--- src/logic/ces_pkg.sv ---
// Purpose: Shared constants and types for the exception sequencer
// Assumes: 250 MHz system clock, synchronous active-low reset
// Notes: Vector numbers are fixed constants; the sequencer scales them by 4 into table offsets
`default_nettype none
package ces_pkg;
  // ****************************************
  // Register offsets (AHB-Lite byte addresses)
  // ****************************************
  localparam logic [7:0] CES_OFF_CTRL = 8'h00;
  localparam logic [7:0] CES_OFF_STBY = 8'h04;
  localparam logic [7:0] CES_OFF_CCR = 8'h08;
  localparam logic [7:0] CES_OFF_EXR = 8'h0C;
  localparam logic [7:0] CES_OFF_SP = 8'h10;
  localparam logic [7:0] CES_OFF_STAT = 8'h14;
  localparam logic [7:0] CES_OFF_PC = 8'h18;

  // ****************************************
  // Field positions
  // ****************************************
  localparam int CES_CCR_I_POS = 7;
  localparam int CES_CCR_UI_POS = 6;
  localparam int CES_EXR_T_POS = 7;
  localparam int CES_STBY_SOFTWARE_STANDBY_SELECT_POS = 7;
  localparam int CES_STBY_SLEEP_EXCEPTION_ENABLE_POS = 0;

  // ****************************************
  // Reset values and codes
  // ****************************************
  localparam logic [7:0] CES_CCR_RST = 8'h80;
  localparam logic [7:0] CES_EXR_RST = 8'h07;
  localparam logic [7:0] CES_STBY_RST = 8'h00;
  localparam logic [1:0] CES_MODE_RST = 2'h0;
  localparam logic [1:0] CES_MODE_0 = 2'h0;
  localparam logic [1:0] CES_MODE_2 = 2'h2;
  localparam logic [2:0] CES_LVL_MAX = 3'h7;
  localparam logic [31:0] CES_SP_RST = 32'h0000_0000;

  // ****************************************
  // Source counts
  // ****************************************
  localparam int CES_N_EXT = 16;
  localparam int CES_N_DMA = 4;
  localparam int CES_N_PTU = 26;
  localparam int CES_N_TMR = 24;
  localparam int CES_N_SCI = 20;
  localparam int CES_N_MISC = 5;
  localparam int CES_N_MASK = CES_N_EXT + CES_N_DMA + CES_N_PTU + CES_N_TMR + CES_N_SCI
                              + CES_N_MISC;

  // ****************************************
  // Vector numbers
  // ****************************************
  localparam logic [7:0] CES_VEC_NMI = 8'h07;
  localparam logic [7:0] CES_VEC_TRAP0 = 8'h08;
  localparam logic [7:0] CES_VEC_SLEEP = 8'h0C;
  localparam logic [7:0] CES_VEC_BRK = 8'h0E;
  localparam logic [7:0] CES_VEC_ILL = 8'h0F;
  localparam logic [7:0] CES_VEC_SLOT = 8'h10;
  localparam logic [7:0] CES_VEC_ADRERR = 8'h11;
  localparam logic [7:0] CES_VEC_IRQ0 = 8'h40;
  localparam logic [7:0] CES_VEC_TRACE = 8'h05;
  localparam logic [31:0] CES_VEC_SCALE = 32'h0000_0004;

  typedef enum logic [3:0] {
    CES_K_NONE = 4'h0, CES_K_NMI = 4'h1, CES_K_BRK = 4'h2, CES_K_IRQ = 4'h3,
    CES_K_TRAP = 4'h4, CES_K_SLEEP = 4'h5, CES_K_ILL = 4'h6, CES_K_SLOT = 4'h7,
    CES_K_ADR = 4'h8, CES_K_TRACE = 4'h9
  } ces_kind_type;

  typedef enum logic [2:0] {
    CES_S_RUN = 3'h0, CES_S_PUSH_PC = 3'h1, CES_S_PUSH_FL = 3'h2,
    CES_S_FETCH = 3'h3, CES_S_WAIT_BUS = 3'h4
  } ces_state_type;

  // Stack write request to the core memory
  typedef struct packed {
    logic valid;
    logic [31:0] addr;
    logic [31:0] data;
  } ces_stack_type;
endpackage
`default_nettype wire

--- src/logic/ces_sequencer.sv ---
// Function
// - Accept one nonmaskable pin, one break, sixteen external maskable requests.
// - Accept peripheral requests: 4 DMA, 26 pulse timer, 24 timer, 20 serial.
// - Every source has its own vector number and table offset.
// - Two control modes and eight levels; nonmaskable source ignores masking.
// - Push PC, condition and extended regs, update mask, clear trace, fetch vector.
// - Trap uses vector number field 0 to 3 from instruction.
// - Trap is never masked in program execution.
// - Trap sets I, keeps user bit; mode 2 clears trace, keeps level.
// - Sleep raises exception only with standby select 0 and enable 1.
// - Enabled sleep exception is never masked.
// - Sleep exception waits until CPU regains bus mastership.
// - Sleep sets I; mode 2 clears trace and sets level to 7.
// - Undefined opcode starts unmaskable general illegal exception.
// - Long or PC-changing slot instruction raises slot illegal exception.
// - Illegal sets I, keeps user bit; mode 2 clears trace, keeps level.
// - Stack accesses assume address bit zero is 0.
// - Stack use with odd stack pointer raises address error.
// - Mode 00 masks by I bit; 10 by level and priority; others prohibited.
// - In mode 2, trace bit set gives trace exception after each instruction.
//
// Purpose: Sequences exception entry for interrupts, traps, sleep and illegal codes
// Assumes: Core pulses instruction events one cycle; stack port always accepts
// Notes: Registers over AHB-Lite; zero wait states
`default_nettype none
module ces_sequencer
  import ces_pkg::*;
(
  input wire logic clk_i, // System clock
  input wire logic rst_n_i, // Sync reset, low
  input wire logic nmi_i, // Nonmaskable request pulse
  input wire logic brk_i, // Break request pulse
  input wire logic [CES_N_MASK-1:0] mreq_i, // Maskable request levels
  input wire logic [2:0] mlvl_i [CES_N_MASK], // Priority per source
  input wire logic trap_i, // Trap executed pulse
  input wire logic [1:0] trap_vec_i, // Trap vector field
  input wire logic sleep_i, // Sleep executed pulse
  input wire logic undef_i, // Undefined opcode pulse
  input wire logic slot_i, // Delay slot instruction pulse
  input wire logic slot_bad_i, // Slot op long or alters PC
  input wire logic insn_done_i, // Instruction completed pulse
  input wire logic bus_other_i, // Other master owns bus
  input wire logic [31:0] pc_i, // Return PC from core
  input wire logic [31:0] vec_data_i, // Vector read data
  input wire logic [31:0] haddr_i, // AHB address
  input wire logic [1:0] htrans_i, // AHB transfer type
  input wire logic hwrite_i, // AHB write
  input wire logic [2:0] hsize_i, // AHB size
  input wire logic [31:0] hwdata_i, // AHB write data
  input wire logic hsel_i, // AHB select
  input wire logic hready_i, // AHB ready in
  output logic [31:0] hrdata_o, // AHB read data
  output logic hreadyout_o, // AHB ready out
  output logic hresp_o, // AHB response
  output ces_stack_type stack_o, // Stack write
  output logic [31:0] vec_addr_o, // Vector table address
  output logic vec_rd_o, // Vector read strobe
  output logic [31:0] new_pc_o, // Handler start address
  output logic pc_load_o, // Load PC pulse
  output logic busy_o, // Exception entry in progress
  output logic [CES_N_MASK-1:0] mack_o // Maskable accept pulse
);

  ces_state_type state_q;
  ces_kind_type kind_q;
  ces_kind_type kind_d;
  logic [7:0] vec_q;
  logic [7:0] vec_d;
  logic [1:0] mode_q;
  logic [7:0] stby_q;
  logic [7:0] ccr_q;
  logic [7:0] exr_q;
  logic [31:0] sp_q;
  logic [31:0] pc_q;
  logic sleep_pend_q;
  logic adr_active_q;
  logic [2:0] acc_lvl_q;
  logic [2:0] acc_lvl_d;
  logic [CES_N_MASK-1:0] acc_vec_d;
  logic [7:0] stat_q;
  logic take;
  logic sp_odd;
  logic m_hit;
  logic [6:0] m_idx;

  // ****************************************
  // Maskable arbitration
  // ****************************************

  // True when a maskable request at this level passes the mask
  function automatic logic ces_pass(input logic [1:0] mode, input logic [7:0] condition_code_reg,
                                    input logic [7:0] extended_control_reg, input logic [2:0] lvl);
    logic r;
    r = 1'b0;
    if (mode == CES_MODE_0) begin
      r = !condition_code_reg[CES_CCR_I_POS];
    end else if (mode == CES_MODE_2) begin
      r = (lvl > extended_control_reg[2:0]);
    end
    return r;
  endfunction

  // Highest level wins, lowest index breaks ties
  always_comb begin
    m_hit = 1'b0;
    m_idx = 7'h00;
    acc_lvl_d = 3'h0;
    for (int k = 0; k < CES_N_MASK; k++) begin
      if (mreq_i[k] && ces_pass(mode_q, ccr_q, exr_q, mlvl_i[k]) &&
          (!m_hit || mlvl_i[k] > acc_lvl_d)) begin
        m_hit = 1'b1;
        m_idx = 7'(k);
        acc_lvl_d = mlvl_i[k];
      end
    end
  end

  // ****************************************
  // Source selection
  // ****************************************
  assign sp_odd = sp_q[0];

  // Unmaskable sources first, then trace, then maskable
  always_comb begin
    kind_d = CES_K_NONE;
    vec_d = 8'h00;
    acc_vec_d = '0;
    if (adr_active_q) begin
      kind_d = CES_K_ADR;
      vec_d = CES_VEC_ADRERR;
    end else if (nmi_i) begin
      kind_d = CES_K_NMI;
      vec_d = CES_VEC_NMI;
    end else if (trap_i) begin
      kind_d = CES_K_TRAP;
      vec_d = CES_VEC_TRAP0 + {6'h00, trap_vec_i};
    end else if (undef_i) begin
      kind_d = CES_K_ILL;
      vec_d = CES_VEC_ILL;
    end else if (slot_i && slot_bad_i) begin
      kind_d = CES_K_SLOT;
      vec_d = CES_VEC_SLOT;
    end else if (sleep_pend_q && !bus_other_i) begin
      kind_d = CES_K_SLEEP;
      vec_d = CES_VEC_SLEEP;
    end else if (brk_i) begin
      kind_d = CES_K_BRK;
      vec_d = CES_VEC_BRK;
    end else if (insn_done_i && exr_q[CES_EXR_T_POS] && mode_q == CES_MODE_2) begin
      kind_d = CES_K_TRACE;
      vec_d = CES_VEC_TRACE;
    end else if (m_hit) begin
      kind_d = CES_K_IRQ;
      vec_d = CES_VEC_IRQ0 + {1'b0, m_idx};
      acc_vec_d[m_idx] = 1'b1;
    end
  end

  assign take = (state_q == CES_S_RUN) && (kind_d != CES_K_NONE);
  assign mack_o = take ? acc_vec_d : '0;
  assign busy_o = (state_q != CES_S_RUN);

  // Sleep event held until taken
  always_ff @(posedge clk_i) begin
    if (!rst_n_i) begin
      sleep_pend_q <= 1'b0;
    end else if (sleep_i && !stby_q[CES_STBY_SOFTWARE_STANDBY_SELECT_POS] && stby_q[CES_STBY_SLEEP_EXCEPTION_ENABLE_POS]) begin
      sleep_pend_q <= 1'b1;
    end else if (take && kind_d == CES_K_SLEEP) begin
      sleep_pend_q <= 1'b0;
    end
  end

  // ****************************************
  // Entry sequencer
  // ****************************************
  always_ff @(posedge clk_i) begin
    if (!rst_n_i) begin
      state_q <= CES_S_RUN;
      kind_q <= CES_K_NONE;
      vec_q <= 8'h00;
      acc_lvl_q <= 3'h0;
      pc_q <= 32'h0000_0000;
      adr_active_q <= 1'b0;
    end else begin
      unique case (state_q)
        CES_S_RUN: begin
          if (take) begin
            kind_q <= kind_d;
            vec_q <= vec_d;
            acc_lvl_q <= acc_lvl_d;
            pc_q <= pc_i;
            state_q <= sp_odd ? CES_S_FETCH : CES_S_PUSH_PC;
            if (sp_odd && kind_d != CES_K_ADR) begin
              adr_active_q <= 1'b1;
            end else if (kind_d == CES_K_ADR) begin
              adr_active_q <= 1'b0;
            end
          end
        end
        CES_S_PUSH_PC: state_q <= CES_S_PUSH_FL;
        CES_S_PUSH_FL: state_q <= CES_S_FETCH;
        CES_S_FETCH: state_q <= CES_S_WAIT_BUS;
        CES_S_WAIT_BUS: state_q <= CES_S_RUN;
      endcase
    end
  end

  // Odd stack pointer stacking skipped, the source's own vector is fetched, then an address error entry follows
  always_comb begin
    stack_o = '0;
    if (state_q == CES_S_PUSH_PC) begin
      stack_o.valid = 1'b1;
      stack_o.addr = {sp_q[31:1], 1'b0} - 32'h0000_0004;
      stack_o.data = pc_q;
    end else if (state_q == CES_S_PUSH_FL) begin
      stack_o.valid = 1'b1;
      stack_o.addr = {sp_q[31:1], 1'b0} - 32'h0000_0002;
      stack_o.data = {16'h0000, ccr_q, exr_q};
    end
  end

  assign vec_rd_o = (state_q == CES_S_FETCH);
  assign vec_addr_o = 32'({vec_q}) * CES_VEC_SCALE;

  // Handler address latched from the table read
  always_ff @(posedge clk_i) begin
    if (!rst_n_i) begin
      new_pc_o <= 32'h0000_0000;
      pc_load_o <= 1'b0;
    end else begin
      pc_load_o <= (state_q == CES_S_FETCH);
      if (state_q == CES_S_FETCH) begin
        new_pc_o <= vec_data_i;
      end
    end
  end

  // ****************************************
  // Mask update on entry
  // ****************************************
  logic bus_wr_q;
  logic [7:0] bus_addr_q;
  logic bus_rd_q;

  always_ff @(posedge clk_i) begin
    if (!rst_n_i) begin
      ccr_q <= CES_CCR_RST;
      exr_q <= CES_EXR_RST;
    end else if (state_q == CES_S_PUSH_FL || (state_q == CES_S_FETCH && kind_q == CES_K_ADR)) begin
      ccr_q[CES_CCR_I_POS] <= 1'b1;
      if (mode_q == CES_MODE_2) begin
        exr_q[CES_EXR_T_POS] <= 1'b0;
        if (kind_q == CES_K_SLEEP || kind_q == CES_K_ADR) begin
          exr_q[2:0] <= CES_LVL_MAX;
        end else if (kind_q == CES_K_IRQ) begin
          exr_q[2:0] <= acc_lvl_q;
        end else if (kind_q == CES_K_NMI) begin
          exr_q[2:0] <= CES_LVL_MAX;
        end
      end
    end else if (bus_wr_q && bus_addr_q == CES_OFF_CCR) begin
      ccr_q <= hwdata_i[7:0];
    end else if (bus_wr_q && bus_addr_q == CES_OFF_EXR) begin
      exr_q <= hwdata_i[7:0];
    end
  end

  // ****************************************
  // AHB-Lite slave
  // ****************************************
  always_ff @(posedge clk_i) begin
    if (!rst_n_i) begin
      bus_wr_q <= 1'b0;
      bus_rd_q <= 1'b0;
      bus_addr_q <= 8'h00;
    end else begin
      bus_wr_q <= hsel_i && hready_i && htrans_i[1] && hwrite_i;
      bus_rd_q <= hsel_i && hready_i && htrans_i[1] && !hwrite_i;
      if (hsel_i && hready_i && htrans_i[1]) begin
        bus_addr_q <= haddr_i[7:0];
      end
    end
  end

  // Control, standby and stack pointer registers
  always_ff @(posedge clk_i) begin
    if (!rst_n_i) begin
      mode_q <= CES_MODE_RST;
      stby_q <= CES_STBY_RST;
      sp_q <= CES_SP_RST;
    end else begin
      if (bus_wr_q && bus_addr_q == CES_OFF_CTRL && hwdata_i[1:0] != 2'h1 &&
          hwdata_i[1:0] != 2'h3) begin
        mode_q <= hwdata_i[1:0];
      end
      if (bus_wr_q && bus_addr_q == CES_OFF_STBY) begin
        stby_q <= hwdata_i[7:0];
      end
      if (state_q == CES_S_PUSH_FL) begin
        sp_q <= sp_q - 32'h0000_0004;
      end else if (bus_wr_q && bus_addr_q == CES_OFF_SP) begin
        sp_q <= hwdata_i;
      end
    end
  end

  // Status: last kind, vector, address error pending
  always_comb begin
    stat_q = {3'h0, adr_active_q, kind_q};
  end

  always_comb begin
    hrdata_o = 32'h0000_0000;
    if (bus_rd_q) begin
      unique case (bus_addr_q)
        CES_OFF_CTRL: hrdata_o = {30'h0000_0000, mode_q};
        CES_OFF_STBY: hrdata_o = {24'h00_0000, stby_q};
        CES_OFF_CCR: hrdata_o = {24'h00_0000, ccr_q};
        CES_OFF_EXR: hrdata_o = {24'h00_0000, exr_q};
        CES_OFF_SP: hrdata_o = sp_q;
        CES_OFF_STAT: hrdata_o = {16'h0000, vec_q, stat_q};
        CES_OFF_PC: hrdata_o = new_pc_o;
        default: hrdata_o = 32'h0000_0000;
      endcase
    end
  end

  assign hreadyout_o = 1'b1;
  assign hresp_o = 1'b0;

  // ****************************************
  // Checks
  // ****************************************
  property p_trap_enter;
    @(posedge clk_i) disable iff (!rst_n_i)
      (state_q == CES_S_RUN && trap_i && !nmi_i && !adr_active_q && !sp_odd)
      |=> state_q == CES_S_PUSH_PC;
  endproperty
  a_trap_enter: assert property (p_trap_enter) else $error("trap not entered");

  property p_seq;
    @(posedge clk_i) disable iff (!rst_n_i)
      state_q == CES_S_PUSH_PC |=> state_q == CES_S_PUSH_FL ##1 state_q == CES_S_FETCH
      ##1 pc_load_o;
  endproperty
  a_seq: assert property (p_seq) else $error("entry order wrong");

  property p_imask;
    @(posedge clk_i) disable iff (!rst_n_i)
      state_q == CES_S_PUSH_FL |=> ccr_q[CES_CCR_I_POS];
  endproperty
  a_imask: assert property (p_imask) else $error("mask bit not set");

  property p_sleep_lvl;
    @(posedge clk_i) disable iff (!rst_n_i)
      (state_q == CES_S_PUSH_FL && kind_q == CES_K_SLEEP && mode_q == CES_MODE_2)
      |=> exr_q[2:0] == 3'h7 && !exr_q[CES_EXR_T_POS];
  endproperty
  a_sleep_lvl: assert property (p_sleep_lvl) else $error("sleep level wrong");

  property p_trap_keep;
    @(posedge clk_i) disable iff (!rst_n_i)
      (state_q == CES_S_PUSH_FL && kind_q == CES_K_TRAP)
      |=> exr_q[2:0] == $past(exr_q[2:0]) && ccr_q[CES_CCR_UI_POS] == $past(ccr_q[6]);
  endproperty
  a_trap_keep: assert property (p_trap_keep) else $error("trap changed level");

  property p_sleep_wait;
    @(posedge clk_i) disable iff (!rst_n_i)
      bus_other_i |-> !(take && kind_d == CES_K_SLEEP);
  endproperty
  a_sleep_wait: assert property (p_sleep_wait) else $error("sleep during other master");

  property p_stack_even;
    @(posedge clk_i) disable iff (!rst_n_i)
      stack_o.valid |-> !stack_o.addr[0] && !sp_q[0];
  endproperty
  a_stack_even: assert property (p_stack_even) else $error("odd stack address");

  property p_odd_sp;
    @(posedge clk_i) disable iff (!rst_n_i)
      (take && sp_odd && kind_d != CES_K_ADR) |=> adr_active_q && state_q == CES_S_FETCH;
  endproperty
  a_odd_sp: assert property (p_odd_sp) else $error("odd stack not caught");

  property p_mode_legal;
    @(posedge clk_i) disable iff (!rst_n_i)
      mode_q == CES_MODE_0 || mode_q == CES_MODE_2;
  endproperty
  a_mode_legal: assert property (p_mode_legal) else $error("prohibited mode");

endmodule
`default_nettype wire

--- config.mk ---
export PLATFORM = sky130hd
export DESIGN_NAME = ces_sequencer
export DESIGN_NICKNAME = d
export VERILOG_FILES = /design/src/logic/ces_pkg.sv /design/src/logic/ces_sequencer.sv
export SDC_FILE = /design/constraint.sdc
export NUM_CORES = 1
export LEC_CHECK = 0
export ABC_AREA = 1
export BUFFER_PORTS_ARGS = -buffer_cell sky130_fd_sc_hd__buf_2
export CAP_MARGIN = 20
export CORE_AREA = 10 10 299 301
export CTS_BUF_LIST = sky130_fd_sc_hd__clkbuf_4 sky130_fd_sc_hd__clkbuf_8
export DETAILED_ROUTE_END_ITERATION = 8
export DIE_AREA = 0 0 309 311
export PLACE_DENSITY = 0.59
export SLEW_MARGIN = 5
export SYNTH_ARGS = -nofsm -noshare
export SYNTH_HDL_FRONTEND = slang
export SYNTH_SLANG_ARGS = --single-unit
--- constraint.sdc ---
create_clock -name clk_i -period 201.7 [get_ports clk_i]
set_clock_uncertainty 0.15 [all_clocks]
set_input_delay 30.255 -clock clk_i [delete_from_list [all_inputs] [get_ports clk_i]]
set_output_delay 30.255 -clock clk_i [all_outputs]
set_load 0.02 [all_outputs]
# Yosys cells after proc, flatten, opt, wreduce, memory -nomap -nowiden
# Cells that the tools add are included.
[word_totals]
regBits = 153
latch_bits = 0
ramBits = 0
romBits = 0
inputBits = 529
output_inout_bits = 261
wordCells = 1190
n_memories = 0
[classes]
add_sub_neg = 5
mul = 0
div = 0
n_lt_le_gt_ge = 191
n_eq_ne = 24
shifts = 0
n_mux = 526
bitwise_logic = 3
n_reduce_logical = 421
[ops]
columns = ["op", "n"]
rows = [
  ["95-bit 2-to-1 mux", 10],
  ["7-bit 2-to-1 mux", 93],
  ["3-bit greater-than comparator", 189],
  ["3-bit 2-to-1 mux", 101],
  ["1-bit 2-to-1 mux", 293],
  ["32-bit case mux with 7 select lines", 1],
  ["1-bit logical AND", 211],
  ["65-bit 2-to-1 mux", 2],
  ["1-bit logical NOT", 98],
  ["1-bit logical OR", 96],
  ["32-bit 2-to-1 mux", 3],
  ["8-bit 2-to-1 mux", 11],
  ["32-bit by 3-bit subtractor with 32-bit output (second input constant)", 2],
  ["4-bit 2-to-1 mux", 8],
  ["32-bit by 2-bit subtractor with 32-bit output (second input constant)", 1],
  ["8-bit by 5-bit == test with 1-bit output (second input constant)", 3],
  ["8-bit by 4-bit == test with 1-bit output (second input constant)", 2],
  ["3-bit case mux with 5 select lines", 1],
  ["3-bit AND reduction", 3],
  ["7-bit by 7-bit adder with 8-bit output (first input constant)", 1],
  ["4-bit by 3-bit == test with 1-bit output (second input constant)", 2],
  ["4-bit == test (second input constant)", 2],
  ["8-bit by 3-bit == test with 1-bit output (second input constant)", 1],
  ["8-bit logical NOT", 1],
  ["other kinds (24)", 35],
]

# Depth between registers and ports, before layout
[depth]
ltp_word = 395
depth_mapped = 924
ltp_nobuf = 922

# Least setup slack after synthesis
# OpenSTA, ideal clock, no wires.
[synth_path]
path_kind = "input -> output"
start = "in mlvl_i[284] in the netlist's numbering"
end = "out mack_o[6]"
arrival_time_ns = 128.419
t_required_ns = 171.295
setup_slack_ns = 42.876
path_stages = 854
path_buffers = 2
cell_sequence = "ha_1 > nand3_1 > nand2_1 > inv_1 > nand2_1 > nand2_1 > nand2_2 > nor2_1 > inv_1 > ha_1 > a21oi_1 > o21ai_0 > nand2_1 > nand3_1 > nand2_1 > nand2_1 > nand2_1 > inv_1 > [818 not listed] > inv_1 > nand2_1 > and2_1 > ha_1 > a21oi_1 > o21ai_0 > nand2_1 > a21oi_1 > inv_1 > nand2_1 > inv_1 > nand3_2 > nor2_4 > a21boi_4 > inv_2 > nor2_8 > inv_2 > nor4_1"
[synth_via]
elab_chain_cells = 395
elab_cells_between_ends = 689
cone_classes = "order compare: 97; mux: 306; reduce/logical: 286"
[synth_lines]
columns = ["item", "line", "text"]
rows = [
  ["start, declared", "ces_sequencer.sv:34", "input wire logic [2:0] mlvl_i [CES_N_MASK],"],
  ["3-bit greater-than comparator", "ces_sequencer.sv:98", "r = (lvl > extended_control_reg[2:0]);"],
  ["1-bit 2-to-1 mux", "ces_sequencer.sv:97", "end else if (mode == CES_MODE_2) begin"],
  ["1-bit 2-to-1 mux", "ces_sequencer.sv:95", "if (mode == CES_MODE_0) begin"],
  ["1-bit logical AND", "ces_sequencer.sv:109", "if (mreq_i[k] && ces_pass(mode_q, ccr_q, exr_q, mlvl_i[k]) &&"],
  ["3-bit 2-to-1 mux / 1-bit 2-to-1 mux (equally long branches)", "ces_sequencer.sv:109", ""],
  ["3-bit greater-than comparator / 1-bit logical NOT (equally long branches)", "ces_sequencer.sv:110", "(!m_hit || mlvl_i[k] > acc_lvl_d)) begin"],
  ["1-bit logical OR", "ces_sequencer.sv:110", ""],
  ["1-bit logical AND", "ces_sequencer.sv:109", ""],
  ["[379 not listed]", "-", ""],
  ["95-bit 2-to-1 mux", "ces_sequencer.sv:146", "end else if (brk_i) begin"],
  ["95-bit 2-to-1 mux", "ces_sequencer.sv:143", "end else if (sleep_pend_q && !bus_other_i) begin"],
  ["95-bit 2-to-1 mux", "ces_sequencer.sv:140", "end else if (slot_i && slot_bad_i) begin"],
  ["95-bit 2-to-1 mux", "ces_sequencer.sv:137", "end else if (undef_i) begin"],
  ["95-bit 2-to-1 mux", "ces_sequencer.sv:134", "end else if (trap_i) begin"],
  ["95-bit 2-to-1 mux", "ces_sequencer.sv:131", "end else if (nmi_i) begin"],
  ["95-bit 2-to-1 mux", "ces_sequencer.sv:128", "if (adr_active_q) begin"],
  ["95-bit 2-to-1 mux (*)", "ces_sequencer.sv:160", "assign mack_o = take ? acc_vec_d : '0;"],
  ["end, declared", "ces_sequencer.sv:61", "output logic [CES_N_MASK-1:0] mack_o"],
]
# Mark *: on every way between the ends. The rest lies on a longest branch, timed or not.

==> summary.txt <==
Synth
  – Yosys cell types: between 60 and 70
  – Post-Synth Adder-Cell Area: approximately a fifth
  – Simple-Gate Fraction of Synth Area: between 30 and 40%
  – Cell area after synthesis: slightly below 30,000 sq um
  – Main combinational cell family by area after synthesis: simple AND/OR/NAND/NOR gates
  – Ys async rst share: 0%
  – Sequential share of the synthesized area: about a tenth
  – Syn_area_per_cell: 6.06 sq um
  – Mux share of post-synthesis cell area: 0%
  – Post-synth EDFFs: 0
  – Yosys warnings: 0
  – Cells after synthesis: between 4k and 5k
  – Synth Area in XOR/XNOR: less than 1%
  – Compound-Gate Fraction of Synth Area: between 15 and 20%
  – Post-synthesis register bit count: between 150 and 200
  – Most used flip-flop cell after synthesis: dfxtp_1

Finish
  – Commonest cells after routing, fill and taps aside: 953 x nand2_1, 733 x buf_2, 589 x inv_1, 571 x o21ai_0, 485 x ha_1
  – Share of cells above drive strength 1: between 20 and 25%
  – Non-filler cells, final: about 6.6k
  – # nets final: roughly 6.5k
  – Most common cell after layout, fill and taps aside: nand2_1
  – Layout area overhead: 17.6%
  – Fin util: 40.8%

Clocking
  – CTS Buf Count: 17
  – Post-CTS resize count: 0
  – Worst-skew pair later-pin latency: between 500 and 600 ps
  – CTS tree: done
  – CTS root buffer: clkbuf_8
  – Setup Buffers After CTS: 0
  – Worst-case clock buffer depth: 2
  – # clock sinks: 153
  – Clk pin slew, worst setup/hold paths: 100 ps
  – Hold-fix buffers, CTS: 0
  – CTS H-tree lvls: 4

Power
  – Leakage: slightly below 20 nW
  – Net Switching: 147 uW
  – Clock Power Share: 10.7%
  – Cell Pwr Density: ~7.5 nW/um^2
  – Peak supply drop: 6.15 uV
  – Sequential Power Share: 17.0%
  – Switching share of power: a little under three fifths
  – Gate power share: between 70% and 80%
  – Cell Int Power: around 110 uW

Setup path
  – Critical path type: in -> out
  – Setup crit start kind: input pin
  – CP required: about 170,000 ps
  – Reg2Reg Depth: approximately 830
  – Capture point of the worst reg-to-reg path: vec_q[5]
  – Worst Path Arrival: 144,930 ps
  – Reg2Reg Setup Slack: around 86,000 ps
  – Critical path's largest stage delay: between 400 and 500 ps
  – Crit Path Max Fanout: 12
  – Most used cell, CP: o21ai_0
  – Worst R2R Start: mode_q[0]
  – Crit-path slowest cell: nor3_1
  – Worst Setup End Kind: output port

Timing
  – Fin crit share: between 80 and 90%
  – Setup_tns: 0 ps
  – FMAX: roughly 5.7 MHz
  – Slew @ Worst Pin: 896 ps
  – Final max-slew violation count: 0
  – RSZ-0062 raised after global routing: false
  – Final setup fails: 0
  – Tmin final: about 180,000 ps
  – Final hold violations: 0
  – Final setup margin: 26,360 ps
  – Slew headroom: between 40 and 50%

Worst hold path
  – Hold Path Sink: bus_addr_q[1]
  – Worst hold path depth: 2
  – HP Class: reg -> reg
  – HP Start: bus_addr_q[1]

Detailed routing
  – Antenna Nets Post-Route: 0
  – WL per Instance: 19.4 um
  – Routed via count: about 34k
  – DR pass1 iterations: 8
  – Vias per cell: ~5.2
  – Drt total wl: between 100 and 150 mm
  – DRT iter0 DRCs: 2,237
  – DRC viols: 0

Global routing
  – Total GRT Usage: between 20% and 30%
  – Vias in the first global route: between 30k and 40k
  – Largest net degree at the start of global routing: a little under 80
  – Remaining Overflow, GRT: 0
  – Initial antenna violation count: 65
  – First-pass GRT wire length: approximately 190 mm

Floorplan
  – # rows: roughly 110
  – Die Footprint: 96,100 sq um
  – Die Y: slightly above 300 um
  – Initial Utilization: 34.7%
  – # IOs: 790
  – Die Span X: just over 300 um
  – Core area: roughly 83,000 sq um

Place
  – RePlAce Congestion: 0.984
  – Detail Placement HPWL: 105 mm
  – Placed insts: approximately 6.5k
  – I/O Buffers: 734
  – DP Worst Slack: ~27,000 ps

Run status
  – Status: complete, no violations

Job
  – Max_cap viols: 0
per-layer routing:
| layer | part of all wire, % | global-route usage (%) | vias up |
|---|---|---|---|
| li1 | - | - | 17400 |
| met4 | 3.4 | 9.18 | 46 |
| met2 | 47 | 43.4 | 1151 |
| met3 | 8.4 | 6.17 | 219 |
| met5 | 0.21 | 0 | - |
| met1 | 41 | 30.3 | 15600 |
how the worst max path moves through the flow:
| stage | startpoint | endpoint | slack (ps) |
|---|---|---|---|
| final | mlvl_i[282] | mack_o[5] | 26360 |
| after global routing | mlvl_i[284] | mack_o[2] | 11030 |
| after CTS | mlvl_i[284] | mack_o[0] | 26270 |
| after detailed placement | mlvl_i[284] | mack_o[0] | 26550 |
| after global placement | mlvl_i[282] | mack_o[0] | 28390 |
| after floorplan | mlvl_i[284] | mack_o[6] | 42880 |
cell families (layout without fill, tap and decap cells):
kind of cell | count (synthesis) | count (layout)
XOR/XNOR | 27 | 27
AO/OA/AOI/OAI | 1050 | 1050
flip-flops | 153 | 153
AND/OR/NAND/NOR | 2309 | 2309
other | 2 | 64
buffers and inverters | 747 | 1407
adder cells (fa/ha/maj) | 485 | 485
per-stage QoR:
step           area (sq um)  power [mW]  hold WS, ps
6_report              34000       0.255          303
2_1_floorplan         29000       0.172          274
5_1_grt               34000       0.281          320
3_5_place_dp          33500       0.226          290
3_3_place_gp          33500       0.224          286
4_1_cts               33900       0.254          307
power groups by stage:
stage          Combinational, mW  Clock [mW]  Sequential, mW
4_1_cts                    0.183      0.0279          0.0430
3_3_place_gp               0.180           0          0.0436
3_5_place_dp               0.182           0          0.0436
6_report                   0.184      0.0273          0.0433
5_1_grt                    0.208      0.0291          0.0439
2_1_floorplan              0.130           0          0.0424
state kept, by name, summed over array words and instances (netlist names), 4 cells and up:
register and flops:
new_pc_o 32, pc_q 32, sp_q 32, bus_addr_q 8
ccr_q 8, exr_q 8, stby_q 8, vec_q 8
kind_q 4
worst max-delay path: cells and delay by family:
family          cells  cell delay, ps
compound gates    280           50840
fa+ha+maj         109           33270
buf+inv           127            7370
simple gates      433           38830
synthesized netlist by cell type (all sizes together) (61+ instances only):
library cell	instances	share of area, %
nor2	505	7.1
nor3	61	1.1
clkbuf	67	0.93
a21oi	276	4.8
o21ai	580	10
nand3	467	9.1
inv	611	8.0
a31oi	71	1.5
buf	61	1.8
ha	485	21
dfxtp	153	11
nand2	1226	18
area by class of cell:
type	instances	area, sq um
Clock buffer	17	234
Timing Repair Buffer	759	3900
Antenna cell	37	92.6
Multi-Input combinational cell	3898	22900
Tap cell	1080	1350
Fill cell	9195	49300
Inverter	616	2330
Clock inverter	15	180
Sequential cell	153	3070
Power figures use the tool's default switching activity.
